`src/rtl/kmc_pkg.sv`:
```
//==========================================================
// Behaviour
// - At power-up show monitor code about one second, then enter monitor.
// - In monitor, up/down steps quantity and shows its symbol one second.
// - Mode enters parameter mode; shift picks group, up/down picks code.
// - Set in parameter mode enters setting mode showing current value.
// - In setting, shift moves cursor left, digit blinks, up/down edit.
// - Edited value reaches the parameter only on a set press.
// - After a completed setting, show end message, return to parameters.
// - After set outside diagnosis, show one status message for about one second.
// - Mode aborts: setting to parameter unsaved, parameter to monitor.
// - On fault show alarm_message prefix and two-digit code 1 to 23.
// - Display drives five seven-segment digits with all messages.
// - During diagnosis, set executes the final-step function.
// - Wide setting: shifting past the top digit lights all points.
// - Narrow setting: shifting past the top digit shows leading minus.
package kmc_pkg;

  //==========================================================
  // Timing
  localparam int CLK_HZ    = 25_000_000;
  localparam int MSG_MS    = 1000;
  localparam int DEB_MS    = 10;
  localparam int BLINK_MS  = 250;
  localparam int MSG_CYC   = CLK_HZ / 1000 * MSG_MS;
  localparam int DEB_CYC   = CLK_HZ / 1000 * DEB_MS;
  localparam int BLINK_CYC = CLK_HZ / 1000 * BLINK_MS;
  localparam int TMR_W     = 25;
  localparam int DEB_W     = 18;

  //==========================================================
  // Sizes and limits
  localparam int         NDIG     = 5;
  localparam int         NKEY     = 5;
  localparam logic [4:0] MON_INIT = 5'h00;
  localparam logic [4:0] MON_LAST = 5'h10;
  localparam logic [3:0] GRP_LAST = 4'h4;
  localparam logic [3:0] BCD_MAX  = 4'h9;
  localparam logic [4:0] DEC_TEN  = 5'h0a;
  localparam logic [4:0] DEC_20   = 5'h14;
  localparam logic [4:0] FLT_MIN  = 5'h01;
  localparam logic [4:0] FLT_MAX  = 5'h17;
  localparam logic [2:0] CUR_WIDE = 3'h4;
  localparam logic [2:0] CUR_NARR = 3'h3;

  //==========================================================
  // Glyphs: 0 to 15 are hex digits
  typedef logic [4:0] kmc_glyph_t;
  localparam kmc_glyph_t G_A    = 5'h0a;
  localparam kmc_glyph_t G_B    = 5'h0b;
  localparam kmc_glyph_t G_C    = 5'h0c;
  localparam kmc_glyph_t G_D    = 5'h0d;
  localparam kmc_glyph_t G_E    = 5'h0e;
  localparam kmc_glyph_t G_5    = 5'h05;
  localparam kmc_glyph_t G_1    = 5'h01;
  localparam kmc_glyph_t G_0    = 5'h00;
  localparam kmc_glyph_t G_2    = 5'h02;
  localparam kmc_glyph_t G_DASH = 5'h10;
  localparam kmc_glyph_t G_BLK  = 5'h11;
  localparam kmc_glyph_t G_L    = 5'h12;
  localparam kmc_glyph_t G_R    = 5'h13;
  localparam kmc_glyph_t G_N    = 5'h14;
  localparam kmc_glyph_t G_P    = 5'h15;
  localparam kmc_glyph_t G_O    = 5'h16;
  localparam kmc_glyph_t G_U    = 5'h17;

  //==========================================================
  // Types
  typedef struct packed {
    logic mode;
    logic shift;
    logic up;
    logic down;
    logic set;
  } kmc_keys_t;

  // Digit 4 is the leftmost; segments are gfedcba
  typedef struct packed {
    logic [NDIG-1:0][6:0] seg;
    logic [NDIG-1:0]      dp;
  } kmc_disp_t;

  typedef enum logic [2:0] {
    RES_OK, RES_RO, RES_PWD, RES_BAD, RES_RUN, RES_NOEE, RES_RESTART
  } kmc_res_t;

  typedef enum {
    S_SPLASH, S_MON_SYM, S_MON, S_PAR, S_SET, S_STAT, S_END
  } kmc_state_t;

  //==========================================================
  // Messages, leftmost glyph first
  localparam logic [24:0] MSG_END = {G_DASH, G_E, G_N, G_D, G_DASH};
  localparam logic [6:0][24:0] MSG_RES = {
    {G_P,    G_O, G_DASH, G_O,  G_N},
    {G_N,    G_O, G_DASH, G_E,  G_E},
    {G_5,    G_R, G_U,    G_N,  G_BLK},
    {G_B,    G_A, G_D,    G_DASH, G_DASH},
    {G_P,    G_A, G_5,    G_5,  G_DASH},
    {G_E,    G_R, G_R,    G_R,  G_R},
    {G_DASH, G_5, G_A,    G_U,  G_DASH}
  };

  function automatic logic [6:0] seg_of(input kmc_glyph_t g);
    logic [6:0] s;
    s = 7'h00;
    unique case (g)
      5'h00: s = 7'h3f;
      5'h01: s = 7'h06;
      5'h02: s = 7'h5b;
      5'h03: s = 7'h4f;
      5'h04: s = 7'h66;
      5'h05: s = 7'h6d;
      5'h06: s = 7'h7d;
      5'h07: s = 7'h07;
      5'h08: s = 7'h7f;
      5'h09: s = 7'h6f;
      5'h0a: s = 7'h77;
      5'h0b: s = 7'h7c;
      5'h0c: s = 7'h39;
      5'h0d: s = 7'h5e;
      5'h0e: s = 7'h79;
      5'h0f: s = 7'h71;
      5'h10: s = 7'h40;
      5'h12: s = 7'h38;
      5'h13: s = 7'h50;
      5'h14: s = 7'h54;
      5'h15: s = 7'h73;
      5'h16: s = 7'h5c;
      5'h17: s = 7'h1c;
      default: s = 7'h00;
    endcase
    return s;
  endfunction : seg_of

endpackage : kmc_pkg

```
`src/rtl/kmc_top.sv`:
```
`timescale 1ns/1ps
module kmc_top #(
  parameter int MSG_CYC_P   = kmc_pkg::MSG_CYC,
  parameter int DEB_CYC_P   = kmc_pkg::DEB_CYC,
  parameter int BLINK_CYC_P = kmc_pkg::BLINK_CYC
) (
  // Clock and reset
  input  wire logic               CLK,
  input  wire logic               RST,
  // Front-panel keys, raw levels
  input  wire kmc_pkg::kmc_keys_t KEYS,
  // Drive state
  input  wire logic               FAULT,
  input  wire logic [4:0]         FAULT_CODE,
  input  wire logic               DIAG,
  // Monitor source
  output logic [4:0]              MON_SEL,
  input  wire logic [19:0]        MON_VALUE,
  input  wire logic               MON_NEG,
  // Parameter store
  output logic [3:0]              PAR_GROUP,
  output logic [7:0]              PAR_INDEX,
  input  wire logic [19:0]        PAR_VALUE,
  input  wire logic               PAR_NEG,
  input  wire logic               PAR_WIDE,
  output logic                    PAR_WR,
  output logic [19:0]             PAR_WDATA,
  output logic                    PAR_WNEG,
  input  wire kmc_pkg::kmc_res_t  SET_RESULT,
  output logic                    DIAG_EXEC,
  // Display
  output kmc_pkg::kmc_disp_t      DISP
);

  localparam logic [kmc_pkg::TMR_W-1:0] MSG_END_CNT =
    kmc_pkg::TMR_W'(MSG_CYC_P - 1);
  localparam logic [kmc_pkg::TMR_W-1:0] BLINK_END =
    kmc_pkg::TMR_W'(BLINK_CYC_P - 1);

  kmc_pkg::kmc_keys_t                prs;
  kmc_pkg::kmc_state_t               st_r, st_nxt;
  logic [kmc_pkg::TMR_W-1:0]         tmr_r, tmr_nxt;
  logic [4:0]                        mon_r, mon_nxt;
  logic [3:0]                        grp_r, grp_nxt;
  logic [7:0]                        idx_r, idx_nxt;
  logic [19:0]                       edit_r, edit_nxt;
  logic                              eneg_r, eneg_nxt;
  logic                              wide_r, wide_nxt;
  logic [2:0]                        cur_r, cur_nxt;
  kmc_pkg::kmc_res_t                 res_r, res_nxt;
  logic                              wr_r, wr_nxt;
  logic                              dex_r, dex_nxt;
  logic [kmc_pkg::TMR_W-1:0]         blk_cnt_r, blk_cnt_nxt;
  logic                              blk_r, blk_nxt;
  logic [kmc_pkg::NDIG-1:0][4:0]     gl, mon_gl, edit_gl;
  logic [kmc_pkg::NDIG-1:0]          dp;
  kmc_pkg::kmc_disp_t                disp_r, disp_nxt;
  logic [4:0]                        flt, sym_hi, sym_lo, flt_hi, flt_lo;
  logic [2:0]                        cur_max;
  logic                              upd;

  kmc_debounce #(
    .DEB_CYC_P (DEB_CYC_P)
  ) u_deb (
    .CLK   (CLK),
    .RST   (RST),
    .RAW   (KEYS),
    .PRESS (prs)
  );

  function automatic logic [3:0] dstep(input logic [3:0] d,
                                       input logic up);
    if (up)
      return (d == kmc_pkg::BCD_MAX) ? 4'h0 : d + 4'h1;
    else
      return (d == 4'h0) ? kmc_pkg::BCD_MAX : d - 4'h1;
  endfunction : dstep

  //==========================================================
  // Menu sequencer
  assign upd     = prs.up | prs.down;
  assign cur_max = wide_r ? kmc_pkg::CUR_WIDE : kmc_pkg::CUR_NARR;

  always_comb
  begin
    st_nxt   = st_r;
    tmr_nxt  = (tmr_r == '0) ? tmr_r : tmr_r - 1'b1;
    mon_nxt  = mon_r;
    grp_nxt  = grp_r;
    idx_nxt  = idx_r;
    edit_nxt = edit_r;
    eneg_nxt = eneg_r;
    wide_nxt = wide_r;
    cur_nxt  = cur_r;
    res_nxt  = res_r;
    wr_nxt   = 1'b0;
    dex_nxt  = 1'b0;
    unique case (st_r)
      kmc_pkg::S_SPLASH:
        if (tmr_r == '0)
          st_nxt = kmc_pkg::S_MON;
      kmc_pkg::S_MON, kmc_pkg::S_MON_SYM:
        if (prs.mode)
          st_nxt = kmc_pkg::S_PAR;
        else if (upd)
        begin
          if (prs.up)
            mon_nxt = (mon_r == kmc_pkg::MON_LAST) ? 5'h00 : mon_r + 5'h01;
          else
            mon_nxt = (mon_r == 5'h00) ? kmc_pkg::MON_LAST : mon_r - 5'h01;
          st_nxt  = kmc_pkg::S_MON_SYM;
          tmr_nxt = MSG_END_CNT;
        end
        else if (st_r == kmc_pkg::S_MON_SYM && tmr_r == '0)
          st_nxt = kmc_pkg::S_MON;
      kmc_pkg::S_PAR:
        if (prs.mode)
          st_nxt = kmc_pkg::S_MON;
        else if (prs.set)
        begin
          st_nxt   = kmc_pkg::S_SET;
          edit_nxt = PAR_VALUE;
          eneg_nxt = PAR_NEG;
          wide_nxt = PAR_WIDE;
          cur_nxt  = 3'h0;
        end
        else if (prs.shift)
          grp_nxt = (grp_r == kmc_pkg::GRP_LAST) ? 4'h0 : grp_r + 4'h1;
        else if (upd)
        begin
          idx_nxt[3:0] = dstep(idx_r[3:0], prs.up);
          if ((prs.up && idx_r[3:0] == kmc_pkg::BCD_MAX) ||
              (!prs.up && idx_r[3:0] == 4'h0))
            idx_nxt[7:4] = dstep(idx_r[7:4], prs.up);
        end
      kmc_pkg::S_SET:
        if (prs.mode)
          st_nxt = kmc_pkg::S_PAR;
        else if (prs.set)
        begin
          tmr_nxt = MSG_END_CNT;
          if (DIAG)
          begin
            dex_nxt = 1'b1;
            st_nxt  = kmc_pkg::S_END;
          end
          else
          begin
            wr_nxt = 1'b1;
            st_nxt = kmc_pkg::S_STAT;
          end
        end
        else if (prs.shift)
        begin
          if (cur_r >= cur_max)
          begin
            cur_nxt  = 3'h0;
            eneg_nxt = !eneg_r;
          end
          else
            cur_nxt = cur_r + 3'h1;
        end
        else if (upd)
          edit_nxt[{cur_r, 2'b00} +: 4] =
            dstep(edit_r[{cur_r, 2'b00} +: 4], prs.up);
      kmc_pkg::S_STAT:
      begin
        if (wr_r)
          res_nxt = SET_RESULT;
        if (tmr_r == '0)
        begin
          if (res_r == kmc_pkg::RES_OK)
          begin
            st_nxt  = kmc_pkg::S_END;
            tmr_nxt = MSG_END_CNT;
          end
          else
            st_nxt = kmc_pkg::S_PAR;
        end
      end
      kmc_pkg::S_END:
        if (tmr_r == '0)
          st_nxt = kmc_pkg::S_PAR;
    endcase
  end

  always_ff @(posedge CLK)
  begin
    if (RST)
    begin
      st_r   <= kmc_pkg::S_SPLASH;
      tmr_r  <= MSG_END_CNT;
      mon_r  <= kmc_pkg::MON_INIT;
      grp_r  <= 4'h0;
      idx_r  <= 8'h00;
      edit_r <= 20'h00000;
      eneg_r <= 1'b0;
      wide_r <= 1'b0;
      cur_r  <= 3'h0;
      res_r  <= kmc_pkg::RES_OK;
      wr_r   <= 1'b0;
      dex_r  <= 1'b0;
    end
    else
    begin
      st_r   <= st_nxt;
      tmr_r  <= tmr_nxt;
      mon_r  <= mon_nxt;
      grp_r  <= grp_nxt;
      idx_r  <= idx_nxt;
      edit_r <= edit_nxt;
      eneg_r <= eneg_nxt;
      wide_r <= wide_nxt;
      cur_r  <= cur_nxt;
      res_r  <= res_nxt;
      wr_r   <= wr_nxt;
      dex_r  <= dex_nxt;
    end
  end

  //==========================================================
  // Blink phase for the digit under the cursor
  always_comb
  begin
    blk_cnt_nxt = blk_cnt_r + 1'b1;
    blk_nxt     = blk_r;
    if (blk_cnt_r == BLINK_END)
    begin
      blk_cnt_nxt = '0;
      blk_nxt     = !blk_r;
    end
  end

  always_ff @(posedge CLK)
  begin
    if (RST)
    begin
      blk_cnt_r <= '0;
      blk_r     <= 1'b0;
    end
    else
    begin
      blk_cnt_r <= blk_cnt_nxt;
      blk_r     <= blk_nxt;
    end
  end

  //==========================================================
  // Display composition
  // Out-of-range fault codes saturate rather than showing garbage
  assign flt = (FAULT_CODE < kmc_pkg::FLT_MIN) ? kmc_pkg::FLT_MIN :
               (FAULT_CODE > kmc_pkg::FLT_MAX) ? kmc_pkg::FLT_MAX :
               FAULT_CODE;
  assign flt_hi = (flt >= kmc_pkg::DEC_20)  ? kmc_pkg::G_2 :
                  (flt >= kmc_pkg::DEC_TEN) ? kmc_pkg::G_1 : kmc_pkg::G_0;
  assign flt_lo = (flt >= kmc_pkg::DEC_20)  ? flt - kmc_pkg::DEC_20 :
                  (flt >= kmc_pkg::DEC_TEN) ? flt - kmc_pkg::DEC_TEN : flt;
  assign sym_hi = (mon_r >= kmc_pkg::DEC_TEN) ? kmc_pkg::G_1 : kmc_pkg::G_0;
  assign sym_lo = (mon_r >= kmc_pkg::DEC_TEN) ? mon_r - kmc_pkg::DEC_TEN
                                              : mon_r;

  genvar d;
  generate
    for (d = 0; d < kmc_pkg::NDIG; d++)
    begin : g_dig
      assign mon_gl[d]  = {1'b0, MON_VALUE[4*d +: 4]};
      assign edit_gl[d] = (cur_r == 3'(d) && blk_r) ? kmc_pkg::G_BLK :
                          {1'b0, edit_r[4*d +: 4]};
      assign disp_nxt.seg[d] = kmc_pkg::seg_of(gl[d]);
    end
  endgenerate
  assign disp_nxt.dp = dp;

  always_comb
  begin
    gl = {kmc_pkg::NDIG{kmc_pkg::G_BLK}};
    dp = '0;
    unique case (st_r)
      kmc_pkg::S_SPLASH, kmc_pkg::S_MON_SYM:
        gl = {kmc_pkg::G_C, kmc_pkg::G_O, kmc_pkg::G_DASH,
              sym_hi, sym_lo};
      kmc_pkg::S_MON:
      begin
        gl = mon_gl;
        if (MON_NEG && MON_VALUE[19:16] != 4'h0)
          dp = '1;
        else if (MON_NEG)
          gl[4] = kmc_pkg::G_DASH;
      end
      kmc_pkg::S_PAR:
        gl = {kmc_pkg::G_P, 1'b0, grp_r, kmc_pkg::G_BLK,
              1'b0, idx_r[7:4], 1'b0, idx_r[3:0]};
      kmc_pkg::S_SET:
      begin
        gl = edit_gl;
        if (eneg_r && wide_r)
          dp = '1;
        else if (eneg_r)
          gl[4] = kmc_pkg::G_DASH;
      end
      kmc_pkg::S_STAT:
        // Verdict is not registered yet in the write cycle
        gl = kmc_pkg::MSG_RES[wr_r ? SET_RESULT : res_r];
      kmc_pkg::S_END:
        gl = kmc_pkg::MSG_END;
    endcase
    if (FAULT)
    begin
      gl = {kmc_pkg::G_A, kmc_pkg::G_L, kmc_pkg::G_E,
            flt_hi, flt_lo};
      dp = '0;
    end
  end

  always_ff @(posedge CLK)
  begin
    if (RST)
      disp_r <= '0;
    else
      disp_r <= disp_nxt;
  end

  assign DISP      = disp_r;
  assign MON_SEL   = mon_r;
  assign PAR_GROUP = grp_r;
  assign PAR_INDEX = idx_r;
  assign PAR_WR    = wr_r;
  assign PAR_WDATA = edit_r;
  assign PAR_WNEG  = eneg_r;
  assign DIAG_EXEC = dex_r;
endmodule : kmc_top

```
`src/rtl/kmc_debounce.sv`:
```
`timescale 1ns/1ps
module kmc_debounce #(
  parameter int DEB_CYC_P = kmc_pkg::DEB_CYC
) (
  // Clock and reset
  input  wire logic              CLK,
  input  wire logic              RST,
  // Raw key levels and press pulses
  input  wire kmc_pkg::kmc_keys_t RAW,
  output kmc_pkg::kmc_keys_t      PRESS
);

  localparam logic [kmc_pkg::DEB_W-1:0] DEB_END =
    kmc_pkg::DEB_W'(DEB_CYC_P - 1);

  logic [kmc_pkg::NKEY-1:0] raw;
  logic [kmc_pkg::NKEY-1:0] press;

  assign raw   = RAW;
  assign PRESS = press;

  //==========================================================
  // Per-key filter: a level must hold the whole window to count
  genvar k;
  generate
    for (k = 0; k < kmc_pkg::NKEY; k++)
    begin : g_key
      logic [kmc_pkg::DEB_W-1:0] cnt_r, cnt_nxt;
      logic                      stab_r, stab_nxt;
      logic                      prs_r, prs_nxt;

      always_comb
      begin
        cnt_nxt  = '0;
        stab_nxt = stab_r;
        prs_nxt  = 1'b0;
        if (raw[k] != stab_r)
        begin
          cnt_nxt = cnt_r + 1'b1;
          if (cnt_r == DEB_END)
          begin
            cnt_nxt  = '0;
            stab_nxt = raw[k];
            prs_nxt  = raw[k];
          end
        end
      end

      always_ff @(posedge CLK)
      begin
        if (RST)
        begin
          cnt_r  <= '0;
          stab_r <= 1'b0;
          prs_r  <= 1'b0;
        end
        else
        begin
          cnt_r  <= cnt_nxt;
          stab_r <= stab_nxt;
          prs_r  <= prs_nxt;
        end
      end

      assign press[k] = prs_r;

    end
  endgenerate
endmodule : kmc_debounce

```
`config.mk`:
```
export PLATFORM = sky130hd
export DESIGN_NAME = kmc_top
export DESIGN_NICKNAME = d
export VERILOG_FILES = /design/src/rtl/kmc_pkg.sv /design/src/rtl/kmc_top.sv /design/src/rtl/kmc_debounce.sv
export SDC_FILE = /design/constraint.sdc
export NUM_CORES = 1
export LEC_CHECK = 0
export ABC_CLOCK_PERIOD_IN_PS = 2900
export BUFFER_PORTS_ARGS = -buffer_cell sky130_fd_sc_hd__buf_2
export CORE_MARGIN = 8
export CORE_UTILIZATION = 54
export DETAILED_ROUTE_END_ITERATION = 12
export GPL_TIMING_DRIVEN = 1
export PLACE_DENSITY = 0.84
export SYNTH_ARGS = -nofsm -noshare
export SYNTH_HDL_FRONTEND = slang
export SYNTH_SLANG_ARGS = --single-unit
```
`constraint.sdc`:
```
create_clock -name CLK -period 2.9 [get_ports CLK]
set_clock_uncertainty 0.05 [all_clocks]
set_input_delay 0.145 -clock CLK [delete_from_list [all_inputs] [get_ports CLK]]
set_output_delay 0.145 -clock CLK [all_outputs]
set_load 0.005 [all_outputs]
```
==> impl_metrics.ini, run 1 <==
[outcome]
run_status = finished, final reports clean

[sta]
hold_violations = 0
setup_slack_ns = 0.0637
fin_crit_ns = 2.84
drv_slew = 0
slew_headroom_pct = 52.5
rsz0062_at_grt = true
worst_pin_slew_ns = 0.706
whs_ns = 0.00989
fmax_mhz = 353
setup_viol = 0
period_share_pct = 97.8

[floorplanning]
coreArea_sq_um = 25800
start_util_pct = 54.4
dieWidth_um = 177
die_area_sq_um = 31400
die_h_um = 177
top_level_ports = 140
rows = 59

[pwr]
leakage_nw = 6.59
p_sw_w = 0.00167
p_per_area_nw_per_um2 = 430
clkPwrFrac_pct = 47.4
internal_power_w = 0.00558
p_seq_share_pct = 45.8
finalPower_w = 0.00725
ir_worst_vdd_mv = 0.549
swShare_pct = 23.0
power_frac_comb_pct = 6.8

[logic_synthesis]
syn_area_sq_um = 14100
synth.area.top_cells = dfxtp_1 34%, nor2_1 7.0%, ha_1 6.1%
postSynthCellCount = 1755
synthFlopType = dfxtp_1
ys_ff_latch = 237
seq_area_frac_synth_pct = 33.8
synth_edf_count = 0
syn_nets = 1884
synth_cell_types = 103
avgSynthCellArea_sq_um = 8.01
yosys.area.top_type_share_pct = 33.8
yosysTopAreaCell = dfxtp_1
synthArstFlopShare_pct = 0
ys_warn_count = 0

[global_route]
grt_pass1_wl_mm = 64.5
grt_max_degree = 46
antenna_found_initial = 1
overflow = 0
grt_use_total_pct = 24.4
grt_pass1_vias = 12900

[finish]
nets = 2091
seq_area_sq_um = 4750
area_growth_pct = 19.8
n_fill_cell = 2142
final_cell_mix = 260 x nor2_1, 235 x dfxtp_1, 147 x nand2_1
drive_gt1_share_pct = 17.7
final_common_cell = nor2_1
multi_input_area_sq_um = 8760
diodes = 0

[cts]
cts.sinks = 237
clkLatencyLatePin_ns = 0.54
cts_buffers = 26
htree_levels = 1
clock_path_buffers = 3
clkTransAtPathRegs_ns = 0.06
clock-root-buffer = clkbuf_16
cts_tree = done

[place]
io_buffers = 139
hpwlAfterDp_mm = 29.4
gp_congestion = 0.978
place_ws_ns = 0.0190

[critical_path]
crit_arrival_ns = 3.21
r2r_setup_slack_ns = 0.06
slowest_stage = a21oi_1
required_ns = 3.27
cp_num_buf_inv = 2
worst_setup_path_start_kind = flop
critical_path.most_common_cell = buf_4
worstPathMaxFanout = 14
crit_type = reg2reg
worstSetupEndpointType = flop
cp_cell_sequence = buf_4, ha_2, nand3b_1, a21oi_1, o31ai_4, buf_4, ha_1, nor3_1, o31a_1, a2111oi_1
critPathMaxStageDelay_ns = 0.38
crit_family = compound AO/OA/AOI/OAI gates

[run]
drv_cap = 0

[route]
drc_errors = 0
dr.pass1.iters = 6
wirelength_mm = 40.2
ant_nets = 0
num_vias = 14000
initialDrtViolationCount = 1559
wl_per_cell_um = 17.4
avgViaCountPerCell = 6.03

[hold_path]
hold_class = in2reg
final timing paths:
check                                            end                               start  cells after the start
hold / removal    u_deb.g_key[4].stab_r$_SDFFE_PP0P_                                 RST                      2
setup reg to reg                 DISP[25]$_SDFF_PP0_               cur_r[1]$_SDFFE_PP0P_                     10
setup / recovery                 DISP[25]$_SDFF_PP0_               cur_r[1]$_SDFFE_PP0P_                     10
hold reg to reg   u_deb.g_key[4].cnt_r[0]$_SDFF_PP0_  u_deb.g_key[4].cnt_r[0]$_SDFF_PP0_                      1
cells in the mapped netlist, types with 23 or more instances:
cell type and n:
xor2_1 53, nor4_1 26, clkbuf_1 44, a21oi_1 77, nand2_1 147, nand4_1 24, and3_1 48, ha_1 69
inv_1 71, xnor2_1 79, mux2i_1 36, buf_2 23, dfxtp_1 237, o21ai_0 85, nor3_1 59, nor2_1 263
nand3_1 78
power by group through the flow:
| stage | sequential, W | combinational (W) | clock (W) |
|---|---|---|---|
| after floorplan | 0.00340 | 0.000254 | 0 |
| after global placement | 0.00339 | 0.000440 | 0 |
| after detailed placement | 0.00340 | 0.000445 | 0 |
| after CTS | 0.00332 | 0.000479 | 0.00349 |
| after global routing | 0.00333 | 0.000534 | 0.00364 |
| final | 0.00332 | 0.000490 | 0.00343 |
what timing repair did:
item,in CTS,in global routing
hold endpoints to repair,36,0
endpoints found under the setup margin,0,40
setup buffers,0,4
hold buffers,30,0
gates resized for setup,0,25
kinds of logic after synthesis:
kind of cell    after synthesis  share of synthesized area (%)
flops                       237                           33.8
xor+xnor                    132                           8.23
buf+inv                     157                           4.69
fa+ha+maj                    69                           6.14
compound gates              352                           17.1
mux                          42                           3.09
simple gates                766                           27.0
sequential cells by signal, summed over array words and instances (netlist names):
| name | cells |
|---|---|
| PAR_GROUP | 4 |
| PAR_WNEG | 1 |
| blk_r | 1 |
| cur_r | 3 |
| wide_r | 1 |
| DIAG_EXEC | 1 |
| u_deb.g_key.cnt_r | 90 |
| u_deb.g_key.stab_r | 5 |
| MON_SEL | 5 |
| st_r | 3 |
| PAR_INDEX | 8 |
| DISP | 36 |
| PAR_WDATA | 20 |
| res_r | 3 |
| PAR_WR | 1 |
| blk_cnt_r | 25 |
| tmr_r | 25 |
| u_deb.g_key.prs_r | 5 |
layout make-up:
cell class / instances / share of cell area [%]
clock buffers: 34 / 4.41
clock inverters: 13 / 0.899
inverters: 72 / 1.61
multi-input cells: 1361 / 52.1
flip-flops and latches: 237 / 28.2
well taps: 335 / 2.49
repair buffers: 264 / 10.3
stage by stage:
stage               instances  utilization (%)  cell area [sq um]  setup TNS [ns]
floorplan                1755                -              14100         -0.0733
global placement         2235             60.1              15500               0
detailed placement       2235             60.1              15500               0
CTS                      2312             64.7              16700               0
global route             2316             65.2              16800          -0.145
finish                   2316             65.2              16800               0
worst register-to-register path: cells and delay by family (launching register included):
kind / cells / cell delay (ns)
adders and majority gates: 2 / 0.59
and+or+nand+nor: 2 / 0.25
AOI/OAI and AO/OA: 4 / 1.05
buffers and inverters: 2 / 0.43
DFF: 1 / 0.36
layer usage:
layer	up-vias	part of all wire (%)	GRT usage, %
li1	6675	-	-
met1	6442	41	30.8
met2	690	46	40.3
met3	146	9.5	4.72
met4	2	3.8	10.2
met5	-	0.037	0
(Power assumes the default switching activity.)
==> run 2: changes to the inputs <==
--- a/config.mk
+++ b/config.mk
@@ -5,13 +5,13 @@
 export SDC_FILE = /design/constraint.sdc
 export NUM_CORES = 1
 export LEC_CHECK = 0
-export ABC_CLOCK_PERIOD_IN_PS = 2900
+export ABC_CLOCK_PERIOD_IN_PS = 3350
 export BUFFER_PORTS_ARGS = -buffer_cell sky130_fd_sc_hd__buf_2
 export CORE_MARGIN = 8
-export CORE_UTILIZATION = 54
+export CORE_UTILIZATION = 55
 export DETAILED_ROUTE_END_ITERATION = 12
 export GPL_TIMING_DRIVEN = 1
-export PLACE_DENSITY = 0.84
+export PLACE_DENSITY = 0.82
 export SYNTH_ARGS = -nofsm -noshare
 export SYNTH_HDL_FRONTEND = slang
 export SYNTH_SLANG_ARGS = --single-unit
==> constraint.sdc (replaced) <==
create_clock -name CLK -period 3.35 [get_ports CLK]
set_clock_uncertainty 0.05 [all_clocks]
set_input_delay 0.1675 -clock CLK [delete_from_list [all_inputs] [get_ports CLK]]
set_output_delay 0.1675 -clock CLK [all_outputs]
set_load 0.005 [all_outputs]
==> impl_metrics.ini, run 2 (synthesized netlist as in run 1, its figures left out) <==
[outcome]
run_status = finished, final reports clean

[run]
drv_cap = 0

[critical_path]
required_ns = 3.80
worst_setup_path_start_kind = flop
reg2reg_to = DISP[26]$_SDFF_PP0_
crit_start = cur_r[1]$_SDFFE_PP0P_
worstSetupEndpointType = flop
r2r_setup_slack_ns = 0.29
crit_arrival_ns = 3.51
crit_type = reg2reg
r2r_start = cur_r[1]$_SDFFE_PP0P_
worstPathMaxFanout = 10
r2r_cells = 9

[cts]
cts.sinks = 237
post_cts_buffers = 0
cts_buffers = 27
clkTransAtPathRegs_ns = 0.06
htree_levels = 1
clkLatencyLatePin_ns = 0.56
cts_tree = done
clock_path_buffers = 3
clock-root-buffer = clkbuf_16

[pwr]
p_seq_share_pct = 44.2
p_per_area_nw_per_um2 = 396
ir_worst_vdd_mv = 0.468
leakage_nw = 6.37
p_sw_w = 0.00149
power_frac_comb_pct = 6.2
clkPwrFrac_pct = 49.5
swShare_pct = 22.8
internal_power_w = 0.00502

[sta]
drv_slew = 0
slew_headroom_pct = 52.5
tns_ns = 0
rsz0062_at_grt = false
worst_pin_slew_ns = 0.709
fmax_mhz = 327
fin_crit_ns = 3.06
period_share_pct = 91.3
hold_violations = 0
setup_viol = 0

[floorplanning]
dieWidth_um = 176
start_util_pct = 56.0
coreArea_sq_um = 25100
die_area_sq_um = 30900
top_level_ports = 140
rows = 58
die_h_um = 176

[finish]
regMostFlops = u_deb.g_key.cnt_r
area_growth_pct = 17.0
drive_gt1_share_pct = 14.5
final_cell_mix = 262 x nor2_1, 235 x dfxtp_1, 147 x nand2_1
nets = 2040
finish.utilization_pct = 65.5
final_common_cell = nor2_1
largest_reg_flops = 90

[global_route]
antenna_found_initial = 2
grt_pass1_vias = 12700
overflow = 0
grt_pass1_wl_mm = 64.1
grt_max_degree = 58
grt_use_total_pct = 24.6

[hold_path]
hold_class = in2reg
holdCritStartpoint = SET_RESULT[1]
whs_endpoint = res_r[1]$_SDFFE_PP0P_
hold_path_depth = 3

[route]
avgViaCountPerCell = 6.02
wirelength_mm = 39.8
drc_errors = 0
ant_nets = 0
wl_per_cell_um = 17.6
dr.pass1.iters = 5
initialDrtViolationCount = 1337
num_vias = 13600

[place]
io_buffers = 139
hpwlAfterDp_mm = 28.5
gp_congestion = 1.01
run 2: timing repair:
action,in CTS,in global routing
resized for setup,0,9
setup endpoints to repair,0,13
hold buffers,29,0
hold endpoints to repair,36,0
run 2: metrics by stage:
step	power [W]	hold WS (ns)	instance area (sq um)	std cells	worst slack [ns]
after floorplan	0.00316	0.197	14100	1755	0.108
after global placement	0.00331	0.374	15100	2183	0.117
after detailed placement	0.00331	0.383	15100	2183	0.0577
after CTS	0.00655	0.0186	16400	2262	0.0946
after global routing	0.00671	0.0253	16400	2264	0.0534
final	0.00650	0.0302	16400	2264	0.291
run 2: metal layers:
metal,vias to the layer above,routed length (um),track usage (%)
li1,6562,-,-
met4,0,1550,10.4
met3,134,3310,5.54
met1,6343,16700,30.6
met2,599,18300,40.3
met5,-,0,0
run 2: how the worst max path moves through the flow:
stage                                     end  slack, ns  cells after the start
final                     DISP[26]$_SDFF_PP0_       0.29                      9
after global routing      DISP[14]$_SDFF_PP0_       0.05                     13
after CTS                 DISP[14]$_SDFF_PP0_       0.09                     13
after detailed placement  DISP[14]$_SDFF_PP0_       0.06                     14
after global placement    DISP[14]$_SDFF_PP0_       0.12                     14
after floorplan            DISP[5]$_SDFF_PP0_       0.11                     15
run 2: layout make-up:
type	instances	area [sq um]
Tap cell	330	413
Fill cell	2134	8670
Timing Repair Buffer	212	1340
Clock buffer	37	763
Multi-Input combinational cell	1361	8680
Inverter	72	270
Sequential cell	237	4750
Clock inverter	13	214
Antenna cell	2	5.00
run 2: worst max-delay path: stages (launching register included):
cell	delay (ns)
dfxtp_1	0.52
ha_1	0.26
ha_1	0.24
a21oi_1	0.13
a2111o_1	0.57
inv_1	0.18
ha_1	0.35
nor2_1	0.11
a2111oi_0	0.40
a22o_1	0.20
run 2: power groups by stage:
stage | Sequential, W | Clock [W] | Combinational (W)
floorplan | 0.00294 | 0 | 0.000217
global placement | 0.00294 | 0 | 0.000367
detailed placement | 0.00294 | 0 | 0.000367
CTS | 0.00288 | 0.00328 | 0.000397
global route | 0.00288 | 0.00339 | 0.000442
finish | 0.00288 | 0.00322 | 0.000406
